**src/rtl/gtu_pkg.sv**
```systemverilog
// Shared constants for the dual module timer unit
package gtu_pkg;
    // Register word addresses
    localparam logic [3:0] GTU_ADR_LOWER_CTL = 4'h0;
    localparam logic [3:0] GTU_ADR_CORE_CTL = 4'h1;
    localparam logic [3:0] GTU_ADR_UPPER_CTL = 4'h2;
    localparam logic [3:0] GTU_ADR_A_CTL = 4'h3;
    localparam logic [3:0] GTU_ADR_B_CTL = 4'h4;
    localparam logic [3:0] GTU_ADR_CAP_CTL = 4'h5;
    localparam logic [3:0] GTU_ADR_LOWER_VAL = 4'h8;
    localparam logic [3:0] GTU_ADR_CORE_VAL = 4'h9;
    localparam logic [3:0] GTU_ADR_UPPER_VAL = 4'ha;
    localparam logic [3:0] GTU_ADR_A_VAL = 4'hb;
    localparam logic [3:0] GTU_ADR_B_VAL = 4'hc;
    localparam logic [3:0] GTU_ADR_CAPREG = 4'hd;
    localparam logic [3:0] GTU_ADR_STATUS = 4'he;
    // Timer control field positions
    localparam int GTU_F_MODE_LO = 0;
    localparam int GTU_F_PRE_LO = 3;
    localparam int GTU_F_RUN = 6;
    localparam int GTU_F_DOWN = 7;
    localparam int GTU_F_EXTDIR = 8;
    localparam int GTU_F_GATE_HI = 9;
    localparam int GTU_F_LATCH_CLK = 10;
    localparam int GTU_F_EDGE_LO = 11;
    localparam int GTU_F_TLSEL_LO = 13;
    // Capture control field positions
    localparam int GTU_C_EDGE_LO = 0;
    localparam int GTU_C_CLEAR = 2;
    localparam int GTU_C_CORE_IN = 3;
    localparam int GTU_C_CORE_DIR = 4;
    localparam int GTU_C_RELOAD_B = 5;
    // Reset values
    localparam logic [15:0] GTU_CTL_RST = 16'h0000;
    localparam logic [15:0] GTU_VAL_RST = 16'h0000;
    // Finest resolution in system clocks per count
    localparam int GTU_RES1_CYC = 4;
    localparam int GTU_RES2_CYC = 2;
    localparam int GTU_RES1_BITS = $clog2(GTU_RES1_CYC);
    localparam int GTU_RES2_BITS = $clog2(GTU_RES2_CYC);
    // Operating modes
    typedef enum logic [2:0] {
        GTU_MODE_TIMER = 3'b000,
        GTU_MODE_GATED = 3'b001,
        GTU_MODE_COUNT = 3'b010,
        GTU_MODE_INCR = 3'b011,
        GTU_MODE_RELOAD = 3'b100,
        GTU_MODE_CAPTURE = 3'b101
    } gtu_mode_t;
endpackage

```
**src/rtl/gtu_timer_unit.sv**
```systemverilog
// Five timer, two module timer/counter unit with register port
//
// Local design decisions: the register addresses and the plain strobed port.
`timescale 1ns/100ps
`default_nettype none

// Functional notes
// - Five 16-bit timers in two modules
// - First module timers: timer, gated, counter, incremental
// - Timer mode counts prescaled system clock
// - Counter mode counts pin edges
// - Gated mode counts only at gate level
// - First module: one count per four clocks
// - Direction by software or direction pin
// - Incremental mode tracks quadrature sensor position
// - Core latch toggles on wrap, clocks aux
// - Aux timers capture or reload, then stopped
// - Capture latches core on aux pin
// - Core reload on pin or latch edge
// - Opposite latch reloads give continuous PWM
// - Second module: two timers, register, two clocks
// - Second module prescaled/external; timer a pinless direction
// - Timer b latch clocks timer a, output
// - Timer b wrap pulses out, reloads b
// - Capture register latches timer a, optional clear
// - Capture also from core input pins
module gtu_timer_unit #(
    parameter int PRE_W = 12
) (
    input wire logic sys_clk,
    input wire logic rst_n,
    input wire logic [3:0] reg_addr,
    input wire logic [15:0] reg_wdata,
    input wire logic reg_wr,
    input wire logic reg_rd,
    output logic [15:0] reg_rdata,
    input wire logic lower_in,
    input wire logic core_count_input,
    input wire logic upper_in,
    input wire logic lower_dir_in,
    input wire logic core_direction_input,
    input wire logic upper_dir_in,
    input wire logic timer_a_in,
    input wire logic timer_b_in,
    input wire logic timer_b_dir_in,
    input wire logic capture_input_pin,
    output logic core_toggle_output,
    output logic second_toggle_output,
    output logic timer_b_overflow
);
    import gtu_pkg::*;

    // Clock prescale tick: low base+ps bits of free counter all ones
    function automatic logic pre_tick(input logic [PRE_W-1:0] cnt, input int base, input logic [2:0] ps);
        logic [PRE_W-1:0] m;
        m = PRE_W'((1 << (base + int'(ps))) - 1);
        return (cnt & m) == m;
    endfunction

    // Edge select: bit 0 rising, bit 1 falling
    function automatic logic edge_hit(input logic [1:0] sel, input logic r, input logic f);
        return (sel[0] & r) | (sel[1] & f);
    endfunction

    // One count step; top bit flags wrap
    function automatic logic [16:0] step(input logic [15:0] v, input logic up);
        logic [16:0] r;
        r = up ? {v == 16'hffff, 16'(v + 16'h0001)} : {v == 16'h0000, 16'(v - 16'h0001)};
        return r;
    endfunction

    // Pin vector: 0-2 timer inputs, 3-5 direction inputs, 6-9 module two
    logic [9:0] pins;
    logic [9:0] pin_p_q, pin_p_d; // Previous pin levels
    logic [9:0] rise, fall;
    assign pins = {capture_input_pin, timer_b_dir_in, timer_b_in, timer_a_in,
                   upper_dir_in, core_direction_input, lower_dir_in, upper_in, core_count_input, lower_in};

    // Pin history next value
    always_comb begin
        pin_p_d = pins;
        rise = pins & ~pin_p_q;
        fall = ~pins & pin_p_q;
    end

    // Pin history register
    always_ff @(posedge sys_clk) begin
        if (!rst_n) begin
            pin_p_q <= 10'h000;
        end else begin
            pin_p_q <= pin_p_d;
        end
    end

    // State: first module (0 lower, 1 core, 2 upper), second module, latches
    logic [15:0] ctl1_q [0:2], ctl1_d [0:2];
    logic [15:0] tmr_q [0:2], tmr_d [0:2];
    logic [15:0] ctla_q, ctla_d, ctlb_q, ctlb_d, capctl_q, capctl_d;
    logic [15:0] tma_q, tma_d, tmb_q, tmb_d, capture_reload_register_q, capture_reload_register_d;
    logic tl3_q, tl3_d, tl3_p_q, tl3_p_d, tl6_q, tl6_d, tl6_p_q, tl6_p_d;
    logic bovf_q, bovf_d;
    logic [PRE_W-1:0] pre_q, pre_d; // Free running prescale counter
    logic [15:0] rdata_q, rdata_d;

    // Decoded events, visible for checking
    logic [2:0] en1, up1, wrap1, cap_hit, rl_hit;
    logic [16:0] st1 [0:2];
    logic tl3_chg, tl6_chg, en_a, en_b, wrap_a, wrap_b, trig2;
    logic [16:0] st_a, st_b;
    gtu_mode_t mode1 [0:2];

    // Next state of whole unit
    always_comb begin
        logic src;
        logic [1:0] es;
        // Locals set first, reused per timer
        src = 1'b0;
        es = 2'b00;
        pre_d = PRE_W'(pre_q + 1'b1);
        tl3_p_d = tl3_q;
        tl6_p_d = tl6_q;
        tl3_chg = tl3_q ^ tl3_p_q;
        tl6_chg = tl6_q ^ tl6_p_q;
        // First module count enable and direction
        for (int i = 0; i < 3; i++) begin
            mode1[i] = gtu_mode_t'(ctl1_q[i][GTU_F_MODE_LO +: 3]);
            es = ctl1_q[i][GTU_F_EDGE_LO +: 2];
            // Aux may be clocked by core latch changes
            src = (i != 1 && ctl1_q[i][GTU_F_LATCH_CLK]) ? tl3_chg :
                  pre_tick(pre_q, GTU_RES1_BITS, ctl1_q[i][GTU_F_PRE_LO +: 3]);
            case (mode1[i])
                GTU_MODE_TIMER: en1[i] = src;
                GTU_MODE_GATED: en1[i] = src & (pins[i] == ctl1_q[i][GTU_F_GATE_HI]);
                GTU_MODE_COUNT: en1[i] = edge_hit(es, rise[i], fall[i]);
                GTU_MODE_INCR: en1[i] = rise[i] | fall[i] | rise[i+3] | fall[i+3];
                default: en1[i] = 1'b0;
            endcase
            en1[i] = en1[i] & ctl1_q[i][GTU_F_RUN] & (i == 1 || mode1[i] < GTU_MODE_RELOAD);
            // Quadrature: A leading B counts up
            up1[i] = (mode1[i] == GTU_MODE_INCR) ? (pins[i] ^ pin_p_q[i+3]) :
                     ~(ctl1_q[i][GTU_F_DOWN] ^ (ctl1_q[i][GTU_F_EXTDIR] & pins[i+3]));
            st1[i] = step(tmr_q[i], up1[i]);
            wrap1[i] = en1[i] & st1[i][16];
            cap_hit[i] = (i != 1) && mode1[i] == GTU_MODE_CAPTURE && edge_hit(es, rise[i], fall[i]);
            // Reload on pin edge or selected latch transition
            rl_hit[i] = (i != 1) && mode1[i] == GTU_MODE_RELOAD &&
                        (edge_hit(es, rise[i], fall[i]) ||
                         edge_hit(ctl1_q[i][GTU_F_TLSEL_LO +: 2], wrap1[1] & ~tl3_q, wrap1[1] & tl3_q));
        end
        // Core latch toggles on every wrap
        tl3_d = tl3_q ^ wrap1[1];
        for (int i = 0; i < 3; i++) begin
            ctl1_d[i] = ctl1_q[i];
            tmr_d[i] = en1[i] ? st1[i][15:0] : tmr_q[i];
        end
        if (rl_hit[0]) begin
            tmr_d[1] = tmr_q[0];
        end else if (rl_hit[2]) begin
            tmr_d[1] = tmr_q[2];
        end
        if (cap_hit[0]) begin
            tmr_d[0] = tmr_q[1];
        end
        if (cap_hit[2]) begin
            tmr_d[2] = tmr_q[1];
        end
        // Second module timer b: prescaled or pin edges, pin direction
        en_b = ctlb_q[GTU_F_RUN] & ((ctlb_q[GTU_F_MODE_LO +: 3] == GTU_MODE_COUNT) ?
               edge_hit(ctlb_q[GTU_F_EDGE_LO +: 2], rise[7], fall[7]) :
               pre_tick(pre_q, GTU_RES2_BITS, ctlb_q[GTU_F_PRE_LO +: 3]));
        st_b = step(tmb_q, ~(ctlb_q[GTU_F_DOWN] ^ (ctlb_q[GTU_F_EXTDIR] & pins[8])));
        wrap_b = en_b & st_b[16];
        // Timer a: prescaled, latch clocked, or pin; direction software only
        src = ctla_q[GTU_F_LATCH_CLK] ? tl6_chg : pre_tick(pre_q, GTU_RES2_BITS, ctla_q[GTU_F_PRE_LO +: 3]);
        en_a = ctla_q[GTU_F_RUN] & ((ctla_q[GTU_F_MODE_LO +: 3] == GTU_MODE_COUNT) ?
               edge_hit(ctla_q[GTU_F_EDGE_LO +: 2], rise[6], fall[6]) : src);
        st_a = step(tma_q, ~ctla_q[GTU_F_DOWN]);
        wrap_a = en_a & st_a[16];
        tl6_d = tl6_q ^ wrap_b;
        bovf_d = wrap_b;
        tmb_d = en_b ? st_b[15:0] : tmb_q;
        if (wrap_b && capctl_q[GTU_C_RELOAD_B]) begin
            tmb_d = capture_reload_register_q;
        end
        // Capture trigger from own pin or core inputs
        trig2 = edge_hit(capctl_q[GTU_C_EDGE_LO +: 2], rise[9], fall[9]) |
                (capctl_q[GTU_C_CORE_IN] & (rise[1] | fall[1])) |
                (capctl_q[GTU_C_CORE_DIR] & (rise[4] | fall[4]));
        capture_reload_register_d = trig2 ? tma_q : capture_reload_register_q;
        tma_d = (trig2 && capctl_q[GTU_C_CLEAR]) ? 16'h0000 : (en_a ? st_a[15:0] : tma_q);
        ctla_d = ctla_q;
        ctlb_d = ctlb_q;
        capctl_d = capctl_q;
        // Software writes win over hardware updates
        if (reg_wr) begin
            case (reg_addr)
                GTU_ADR_LOWER_CTL: ctl1_d[0] = reg_wdata;
                GTU_ADR_CORE_CTL: ctl1_d[1] = reg_wdata;
                GTU_ADR_UPPER_CTL: ctl1_d[2] = reg_wdata;
                GTU_ADR_A_CTL: ctla_d = reg_wdata;
                GTU_ADR_B_CTL: ctlb_d = reg_wdata;
                GTU_ADR_CAP_CTL: capctl_d = reg_wdata;
                GTU_ADR_LOWER_VAL: tmr_d[0] = reg_wdata;
                GTU_ADR_CORE_VAL: tmr_d[1] = reg_wdata;
                GTU_ADR_UPPER_VAL: tmr_d[2] = reg_wdata;
                GTU_ADR_A_VAL: tma_d = reg_wdata;
                GTU_ADR_B_VAL: tmb_d = reg_wdata;
                GTU_ADR_CAPREG: capture_reload_register_d = reg_wdata;
                default: ;
            endcase
        end
        // Read data for the following cycle
        rdata_d = 16'h0000;
        if (reg_rd) begin
            case (reg_addr)
                GTU_ADR_LOWER_CTL: rdata_d = ctl1_q[0];
                GTU_ADR_CORE_CTL: rdata_d = ctl1_q[1];
                GTU_ADR_UPPER_CTL: rdata_d = ctl1_q[2];
                GTU_ADR_A_CTL: rdata_d = ctla_q;
                GTU_ADR_B_CTL: rdata_d = ctlb_q;
                GTU_ADR_CAP_CTL: rdata_d = capctl_q;
                GTU_ADR_LOWER_VAL: rdata_d = tmr_q[0];
                GTU_ADR_CORE_VAL: rdata_d = tmr_q[1];
                GTU_ADR_UPPER_VAL: rdata_d = tmr_q[2];
                GTU_ADR_A_VAL: rdata_d = tma_q;
                GTU_ADR_B_VAL: rdata_d = tmb_q;
                GTU_ADR_CAPREG: rdata_d = capture_reload_register_q;
                GTU_ADR_STATUS: rdata_d = {14'h0000, tl6_q, tl3_q};
                default: rdata_d = 16'h0000;
            endcase
        end
    end

    // Register all unit state
    always_ff @(posedge sys_clk) begin
        if (!rst_n) begin
            for (int i = 0; i < 3; i++) begin
                ctl1_q[i] <= GTU_CTL_RST;
                tmr_q[i] <= GTU_VAL_RST;
            end
            ctla_q <= GTU_CTL_RST;
            ctlb_q <= GTU_CTL_RST;
            capctl_q <= GTU_CTL_RST;
            tma_q <= GTU_VAL_RST;
            tmb_q <= GTU_VAL_RST;
            capture_reload_register_q <= GTU_VAL_RST;
            tl3_q <= 1'b0;
            tl3_p_q <= 1'b0;
            tl6_q <= 1'b0;
            tl6_p_q <= 1'b0;
            bovf_q <= 1'b0;
            pre_q <= '0;
            rdata_q <= 16'h0000;
        end else begin
            for (int i = 0; i < 3; i++) begin
                ctl1_q[i] <= ctl1_d[i];
                tmr_q[i] <= tmr_d[i];
            end
            ctla_q <= ctla_d;
            ctlb_q <= ctlb_d;
            capctl_q <= capctl_d;
            tma_q <= tma_d;
            tmb_q <= tmb_d;
            capture_reload_register_q <= capture_reload_register_d;
            tl3_q <= tl3_d;
            tl3_p_q <= tl3_p_d;
            tl6_q <= tl6_d;
            tl6_p_q <= tl6_p_d;
            bovf_q <= bovf_d;
            pre_q <= pre_d;
            rdata_q <= rdata_d;
        end
    end

    // Outputs: latches gated by their output enables
    assign reg_rdata = rdata_q;
    assign core_toggle_output = tl3_q & ctl1_q[1][GTU_F_LATCH_CLK];
    assign second_toggle_output = tl6_q & ctlb_q[GTU_F_LATCH_CLK];
    assign timer_b_overflow = bovf_q;

    // Core value not overridden by reload or write
    logic core_free;
    assign core_free = !rl_hit[0] && !rl_hit[2] && !(reg_wr && reg_addr == GTU_ADR_CORE_VAL);
endmodule

`default_nettype wire

```
**config.mk**
```make
export PLATFORM = sky130hd
export DESIGN_NAME = gtu_timer_unit
export DESIGN_NICKNAME = d
export VERILOG_FILES = /design/src/rtl/gtu_pkg.sv /design/src/rtl/gtu_timer_unit.sv
export SDC_FILE = /design/constraint.sdc
export NUM_CORES = 1
export LEC_CHECK = 0
export ABC_AREA = 1
export BUFFER_PORTS_ARGS = -buffer_cell sky130_fd_sc_hd__buf_2
export CORE_MARGIN = 2
export CORE_UTILIZATION = 40
export DETAILED_ROUTE_END_ITERATION = 7
export GPL_TIMING_DRIVEN = 0
export HOLD_SLACK_MARGIN = 0.05
export SYNTH_ARGS = -nofsm -noshare
export SYNTH_HDL_FRONTEND = slang
export SYNTH_SLANG_ARGS = --single-unit
```
**constraint.sdc**
```tcl
create_clock -name sys_clk -period 10.77 [get_ports sys_clk]
set_input_delay 1.077 -clock sys_clk [delete_from_list [all_inputs] [get_ports sys_clk]]
set_output_delay 1.077 -clock sys_clk [all_outputs]
set_load 0.03 [all_outputs]
```
==> results.toml, run 1 <==
[layout]
layout-drive-gt1-share_pct = 4.88
nets = 2886
fin_cells = 3305
synthToLayoutAreaGrowth_pct = 10.8
fill_cells = 4462

[timing]
slew_viol_final = 0
clock_skew_ns = 0.0120
period_share_pct = 46.2
worst_slew_pin_slew_ns = 1.23
slew_headroom_pct = 17.7
fmax_mhz = 201
fin_setup_tns_ns = 0
setup_viol = 0
fin_crit_ns = 4.97
hold_viol = 0
hold_ws_ns = 0.458
rsz0062_at_grt = "false"

[floorplanning]
io_pins = 53
start_util_pct = 40.7
die_height_um = 211
die_w_um = 211
core-area_sq_um = 42100
dieArea_sq_um = 44500
row_count = 75

[synth]
synth_top_family_by_area = "compound AO/OA/AOI/OAI gates"
ys.flop_type = "dfxtp_1"
postSynthAreaPerCell_sq_um = 6.43
synth.most_common_cell = "nand2_1"
ys.warnings.count = 0
syn_inst = 2663
yosys-top-cells-count = "461 x nand2_1, 395 x inv_1, 317 x o21ai_0, 279 x a21oi_1, 234 x dfxtp_1"
synth.top_cells.by_area = "dfxtp_1 27%, nand2_1 10%, o21ai_0 9.3%"
synth.distinct_cells = 48
synth_top_area_share_pct = 27.3
ys_ff_latch = 234
synth_mux_area_share_pct = 0
synth_nets = 2805
yosys.area.top_type = "dfxtp_1"
synth-async-reset-ratio_pct = 0
ys_seq_area_share_pct = 27.3
yosys.area_share.xor_xnor_pct = 3.83
syn_area_sq_um = 17100
synth-compound-area-share_pct = 25.5
synthAdderAreaFrac_pct = 8.11
synthSimpleGateAreaFrac_pct = 23.4
synth_edf_count = 0

[worst_setup_path]
crit_family = "simple AND/OR/NAND/NOR gates"
endpoint = "tmr_q[0][19]"
rr_startpoint = "ctl1_q[0][20]"
end_kind = "flop"
reg2reg_slack_ns = 5.80
r2r_cells = 23
max_stage_delay_ns = 0.56
cpMostUsedCell = "nor2_1"
reg2reg_to = "tmr_q[0][19]"
crit_chain = "ha_1 > nor2_1 > nand3_1 > ha_1 > nor2_1 > nor2_1 > nand3_1 > nor2_1 > nand3_1 > nor2_1 > nand2_1 > nand2_2 > nand2_2 > buf_2 > nor2_1 > ha_1 > inv_1 > o221ai_1 > nand2_1 > clkbuf_1 > o21ai_0 > o21bai_1 > a21oi_1"
startpoint = "ctl1_q[0][20]"
crit_required_ns = 11.23
crit_type = "flop to flop"
crit_buf_inv = 3
cp.arrival_ns = 5.43
start_kind = "flop"
worst-path-stages = 23
path_max_fanout = 10
cp_slowest_cell = "dfxtp_1"

[global_routing]
antenna_found_initial = 2
grt_max_degree = 18
grt_first_pass_wirelength_um = 106000
grt_overflow = 0
track_usage_pct = 31.5
grt_pass1_vias = 18000

[cts]
htreeDepth = 1
clockRootBuffer = "clkbuf_16"
cts_tree = "done"
post_cts_buffers = 0
clk_pin_slew_ns = 0.06
clockBufferDepth = 3
cts_made_buffers = 29
holdBufCountCts = 0
cts_resized = 0
clock_sinks = 234
clk_latency_ns = 0.58

[placement]
gp_congestion = 1.03
hpwl_um = 55300
dp_cells = 3252
io_buffers = 50

[route]
wl_met3_um = 6880
wirelength_um = 71800
vias = 19300
vias_per_cell = 5.85
drt_iter0_drc = 2108
met1Wirelength_um = 30300
routedWlPerCell_um = 21.7
ant_nets = 0
highest_layer = "met4"
drt-pass1-iter-count = 6
post-route-drc-count = 0
wl_met2_um = 30500

[flow_run]
maxCapViolCount = 0

[pwr]
cellPowerDensity_nw_per_um2 = 112
leakage_nw = 8.30
ir_worst_vdd_mv = 0.112

[worst_hold_path]
hp-class = "flop to flop"

[run_status]
status = "finished, final reports clean"
[worst min-delay path by stage]
| stage | startpoint | to | slack, ns | depth (start not counted) |
|---|---|---|---|---|
| detailed placement | ctlb_q[14] | ctlb_q[14] | 0.45 | 2 |
| floorplan | pre_q[0] | pre_q[0] | 0.43 | 1 |
| CTS | capctl_q[12] | capctl_q[12] | 0.46 | 2 |
| finish | ctlb_q[14] | ctlb_q[14] | 0.46 | 2 |
| global route | capctl_q[11] | capctl_q[11] | 0.48 | 2 |
| global placement | capctl_q[12] | capctl_q[12] | 0.44 | 2 |
[where the power goes]
group / leakage [nW] / internal (mW) / switching, mW
combinational: 5.95 / 0.0709 / 0.180
clock: 0.453 / 0.562 / 0.408
sequential: 1.89 / 0.885 / 0.0233
total: 8.30 / 1.52 / 0.611
[cell usage in the layout, fill, tap and decap left out, types with 5 or more instances in the layout]
master,Yosys,final
a21o_1,6,6
o21ai_0,317,317
nand3_1,224,224
nor2_1,156,156
o21ai_1,7,7
nand2_1,461,461
inv_2,7,7
xnor2_1,31,31
dfxtp_1,234,234
clkinv_2,0,6
nand4_1,38,38
a21oi_1,279,279
nand2_2,8,8
clkbuf_1,105,113
o211ai_1,14,14
nor4_1,12,12
o21bai_1,28,28
inv_1,395,395
a31oi_1,11,11
a211oi_1,5,5
o22ai_1,48,48
a221oi_1,33,33
o2111ai_1,7,7
buf_2,9,59
a21boi_0,6,6
ha_1,103,103
xor2_1,44,44
fa_1,5,5
o31ai_1,8,8
clkbuf_16,0,29
nor3_1,21,21
[kinds of logic (layout without fill, tap and decap cells)]
logic type / after synthesis / count (layout)
AND/OR/NAND/NOR: 932 / 932
AO/OA/AOI/OAI: 784 / 784
buffers and inverters: 530 / 631
flip-flops: 234 / 234
adder cells (fa/ha/maj): 108 / 108
XOR/XNOR: 75 / 75
other: 0 / 2
[state kept, by name (all words and copies together) (netlist names), 16 cells and up]
register	flops
capctl_q	16
capture_reload_register_q	16
ctl1_q	48
ctla_q	16
ctlb_q	16
reg_rdata	16
tma_q	16
tmb_q	16
tmr_q	48
[metrics by stage]
stage               instance area (sq um)  power, mW  utilization [%]  setup slack, ns
finish                              19000       2.13             45.0             5.80
global route                        19000       2.19             45.0             5.47
CTS                                 19000       2.12             45.0             5.97
detailed placement                  18100       1.17             42.9             6.00
global placement                    18100       1.16             42.9             5.96
floorplan                           17100       1.07                -             7.19
[worst min-delay path, delay by kind of cell (launching register included)]
kind | cells | cell delay [ns]
AOI/OAI and AO/OA | 1 | 0.05
buffers and inverters | 1 | 0.06
DFF | 1 | 0.30
[layout make-up]
type	instances	area, sq um	share of cell area [%]
Clock inverter	11	116	0.613
Sequential cell	234	4680	24.7
Inverter	406	1520	8.03
Buffer	124	510	2.69
Multi-Input combinational cell	1899	10400	54.9
Tap cell	539	674	3.55
Clock buffer	40	797	4.20
Antenna cell	2	5.00	0.0264
Timing Repair Buffer	50	250	1.32
[metal layers]
layer / up-vias / global-route usage, %
met5: - / 0
met4: 0 / 16.3
met3: 239 / 6.27
met2: 990 / 49.0
met1: 8967 / 41.4
li1: 9142 / -
No activity file was read; power rests on OpenSTA's default activity.
==> inputs of run 2 (changes only) <==
--- a/config.mk
+++ b/config.mk
@@ -5,7 +5,7 @@
 export SDC_FILE = /design/constraint.sdc
 export NUM_CORES = 1
 export LEC_CHECK = 0
-export ABC_AREA = 1
+export ABC_AREA = 0
 export BUFFER_PORTS_ARGS = -buffer_cell sky130_fd_sc_hd__buf_2
 export CORE_MARGIN = 2
 export CORE_UTILIZATION = 40
==> constraint.sdc (replaced) <==
create_clock -name sys_clk -period 4.45 [get_ports sys_clk]
set_input_delay 0.445 -clock sys_clk [delete_from_list [all_inputs] [get_ports sys_clk]]
set_output_delay 0.445 -clock sys_clk [all_outputs]
set_load 0.03 [all_outputs]
==> results.toml, run 2 <==
[synth]
synth-async-reset-ratio_pct = 0
ys.flop_type = "dfxtp_1"
synth_edf_count = 0
postSynthAreaPerCell_sq_um = 7.69
synth.most_common_cell = "nand2_1"
synth.top_cells.by_area = "dfxtp_1 28%, ha_1 7.8%, nand2_1 7.1%"
syn_inst = 2148
ys_seq_area_share_pct = 28.3
synth_top_area_share_pct = 28.3
synth_nets = 2290
yosys-top-cells-count = "312 x nand2_1, 234 x dfxtp_1, 221 x a21oi_1, 151 x nor2_1, 119 x clkbuf_1"
syn_area_sq_um = 16500
yosys.area.top_type = "dfxtp_1"
ys_ff_latch = 234
synth.distinct_cells = 95
ys.warnings.count = 0

[route]
routedWlPerCell_um = 25.7
drt-pass1-iter-count = 6
ant_nets = 0
post-route-drc-count = 0
wirelength_um = 71900
vias = 17800
vias_per_cell = 6.37
drt_iter0_drc = 2459

[timing]
slew_headroom_pct = 8.34
setup_viol = 0
hold_viol = 0
fin_crit_ns = 4.30
clock_skew_ns = 0.0237
fmax_mhz = 233
fin_setup_tns_ns = 0
period_share_pct = 96.6
worst_slew_pin_slew_ns = 1.37
slew_viol_final = 0

[floorplanning]
dieArea_sq_um = 43000
start_util_pct = 40.5
die_w_um = 207
row_count = 74
die_height_um = 207
core-area_sq_um = 40800
io_pins = 53

[worst_setup_path]
crit_chain = "ha_4 > buf_6 > nor2_4 > nand3_2 > ha_2 > buf_6 > mux2_1 > a32oi_1 > o22ai_1 > o41a_1 > buf_6 > nor2_4 > ha_4 > a22oi_1 > a2111o_1 > or2_4 > o221ai_2 > a21oi_1"
path_max_fanout = 10
max_stage_delay_ns = 0.60
start_kind = "flop"
cpMostUsedCell = "buf_6"
cp_slowest_cell = "a2111o_1"
crit_type = "flop to flop"
crit_required_ns = 4.88
end_kind = "flop"
cp.arrival_ns = 4.73

[layout]
mostFrequentLayoutCell = "nand2_1"
multi_input_area_sq_um = 11100
fill_cells = 4095
reg_top3 = "ctl1_q x48, tmr_q x48"
nets = 2381
synthToLayoutAreaGrowth_pct = 14.0
final_core_util_pct = 46.1
layout-drive-gt1-share_pct = 9.07
ff_latch_area_sq_um = 4690
mostFrequentLayoutCells = "312 x nand2_1, 232 x dfxtp_1, 219 x a21oi_1"

[placement]
gp_congestion = 1.06
hpwl_um = 53400
io_buffers = 47

[cts]
clk_latency_ns = 0.59
clk_pin_slew_ns = 0.06
cts_made_buffers = 28
cts_tree = "done"
holdBufCountCts = 0
htreeDepth = 1
clockRootBuffer = "clkbuf_16"
clockBufferDepth = 3
clock_sinks = 234

[global_routing]
grt_pass1_vias = 16000
antenna_found_initial = 4
grt_overflow = 0
grt_first_pass_wirelength_um = 104000
grt_max_degree = 22
track_usage_pct = 31.7

[pwr]
cellPowerDensity_nw_per_um2 = 279
ir_worst_vdd_mv = 0.283
leakage_nw = 7.06

[run_status]
status = "finished, final reports clean"

[flow_run]
maxCapViolCount = 0

[worst_hold_path]
hp-class = "primary input to flop"
==> run 2: critical path: cells and delay by family (launching register included) <==
| kind | cells | cell delay (ns) |
|---|---|---|
| buf+inv | 3 | 0.44 |
| flops | 1 | 0.36 |
| compound gates | 7 | 1.83 |
| mux | 1 | 0.28 |
| simple gates | 4 | 0.71 |
| fa+ha+maj | 3 | 0.50 |
==> run 2: final timing paths <==
| check | from | endpoint | slack (ns) | cells past startpoint |
|---|---|---|---|---|
| setup / recovery | ctl1_q[0][20] | tmr_q[0][25] | 0.15 | 18 |
| hold / removal | timer_b_in | pin_p_q[7] | 0.10 | 2 |
| setup reg to reg | ctl1_q[0][20] | tmr_q[0][25] | 0.15 | 18 |
| hold reg to reg | ctla_q[14] | ctla_q[14] | 0.46 | 2 |
==> run 2: cell families after synthesis <==
logic type,synth area share [%]
xor+xnor,4.98
buf+inv,5.47
flops,28.3
fa+ha+maj,8.40
mux,3.94
compound gates,27.8
simple gates,21.1
==> run 2: cell type report <==
| class | instances | area share, % |
|---|---|---|
| Tap cell | 532 | 3.53 |
| Timing Repair Buffer | 62 | 1.99 |
| Multi-Input combinational cell | 1697 | 59.0 |
| Buffer | 153 | 3.79 |
| Clock buffer | 36 | 4.14 |
| Inverter | 63 | 1.26 |
| Clock inverter | 16 | 1.37 |
| Sequential cell | 234 | 24.9 |
| Antenna cell | 1 | 0.0133 |
==> run 2: power breakdown <==
| group | total, mW | switching, mW | internal [mW] |
|---|---|---|---|
| Clock | 2.62 | 1.02 | 1.59 |
| Combinational | 0.455 | 0.320 | 0.135 |
| Sequential | 2.19 | 0.0616 | 2.13 |
| Total | 5.26 | 1.40 | 3.86 |
==> run 2: metrics by stage <==
stage | setup slack (ns) | cells | hold WS [ns] | total power, mW | area (sq um)
after CTS | 0.0220 | 2784 | 0.0995 | 5.22 | 18600
final | 0.151 | 2794 | 0.102 | 5.26 | 18800
after global routing | -0.0255 | 2793 | 0.113 | 5.35 | 18800
after floorplan | 0.368 | 2148 | 0.436 | 2.47 | 16500
after detailed placement | -0.907 | 2729 | 0.449 | 2.66 | 17500
after global placement | -0.835 | 2727 | 0.443 | 2.66 | 17400
==> run 2: what timing repair did <==
item                       4_1_cts  5_1_grt
pin swaps                        4       12
cloned                           0        2
setup endpoints to repair       47       68
resized for setup               20       45
setup buffers                    3        8
==> run 2: metal layers <==
| metal | part of all wire (%) | GRT usage [%] |
|---|---|---|
| met5 | 0.044 | 0 |
| met4 | 5.8 | 14.7 |
| met2 | 42 | 48.6 |
| met1 | 41 | 42.5 |
| met3 | 11 | 6.87 |
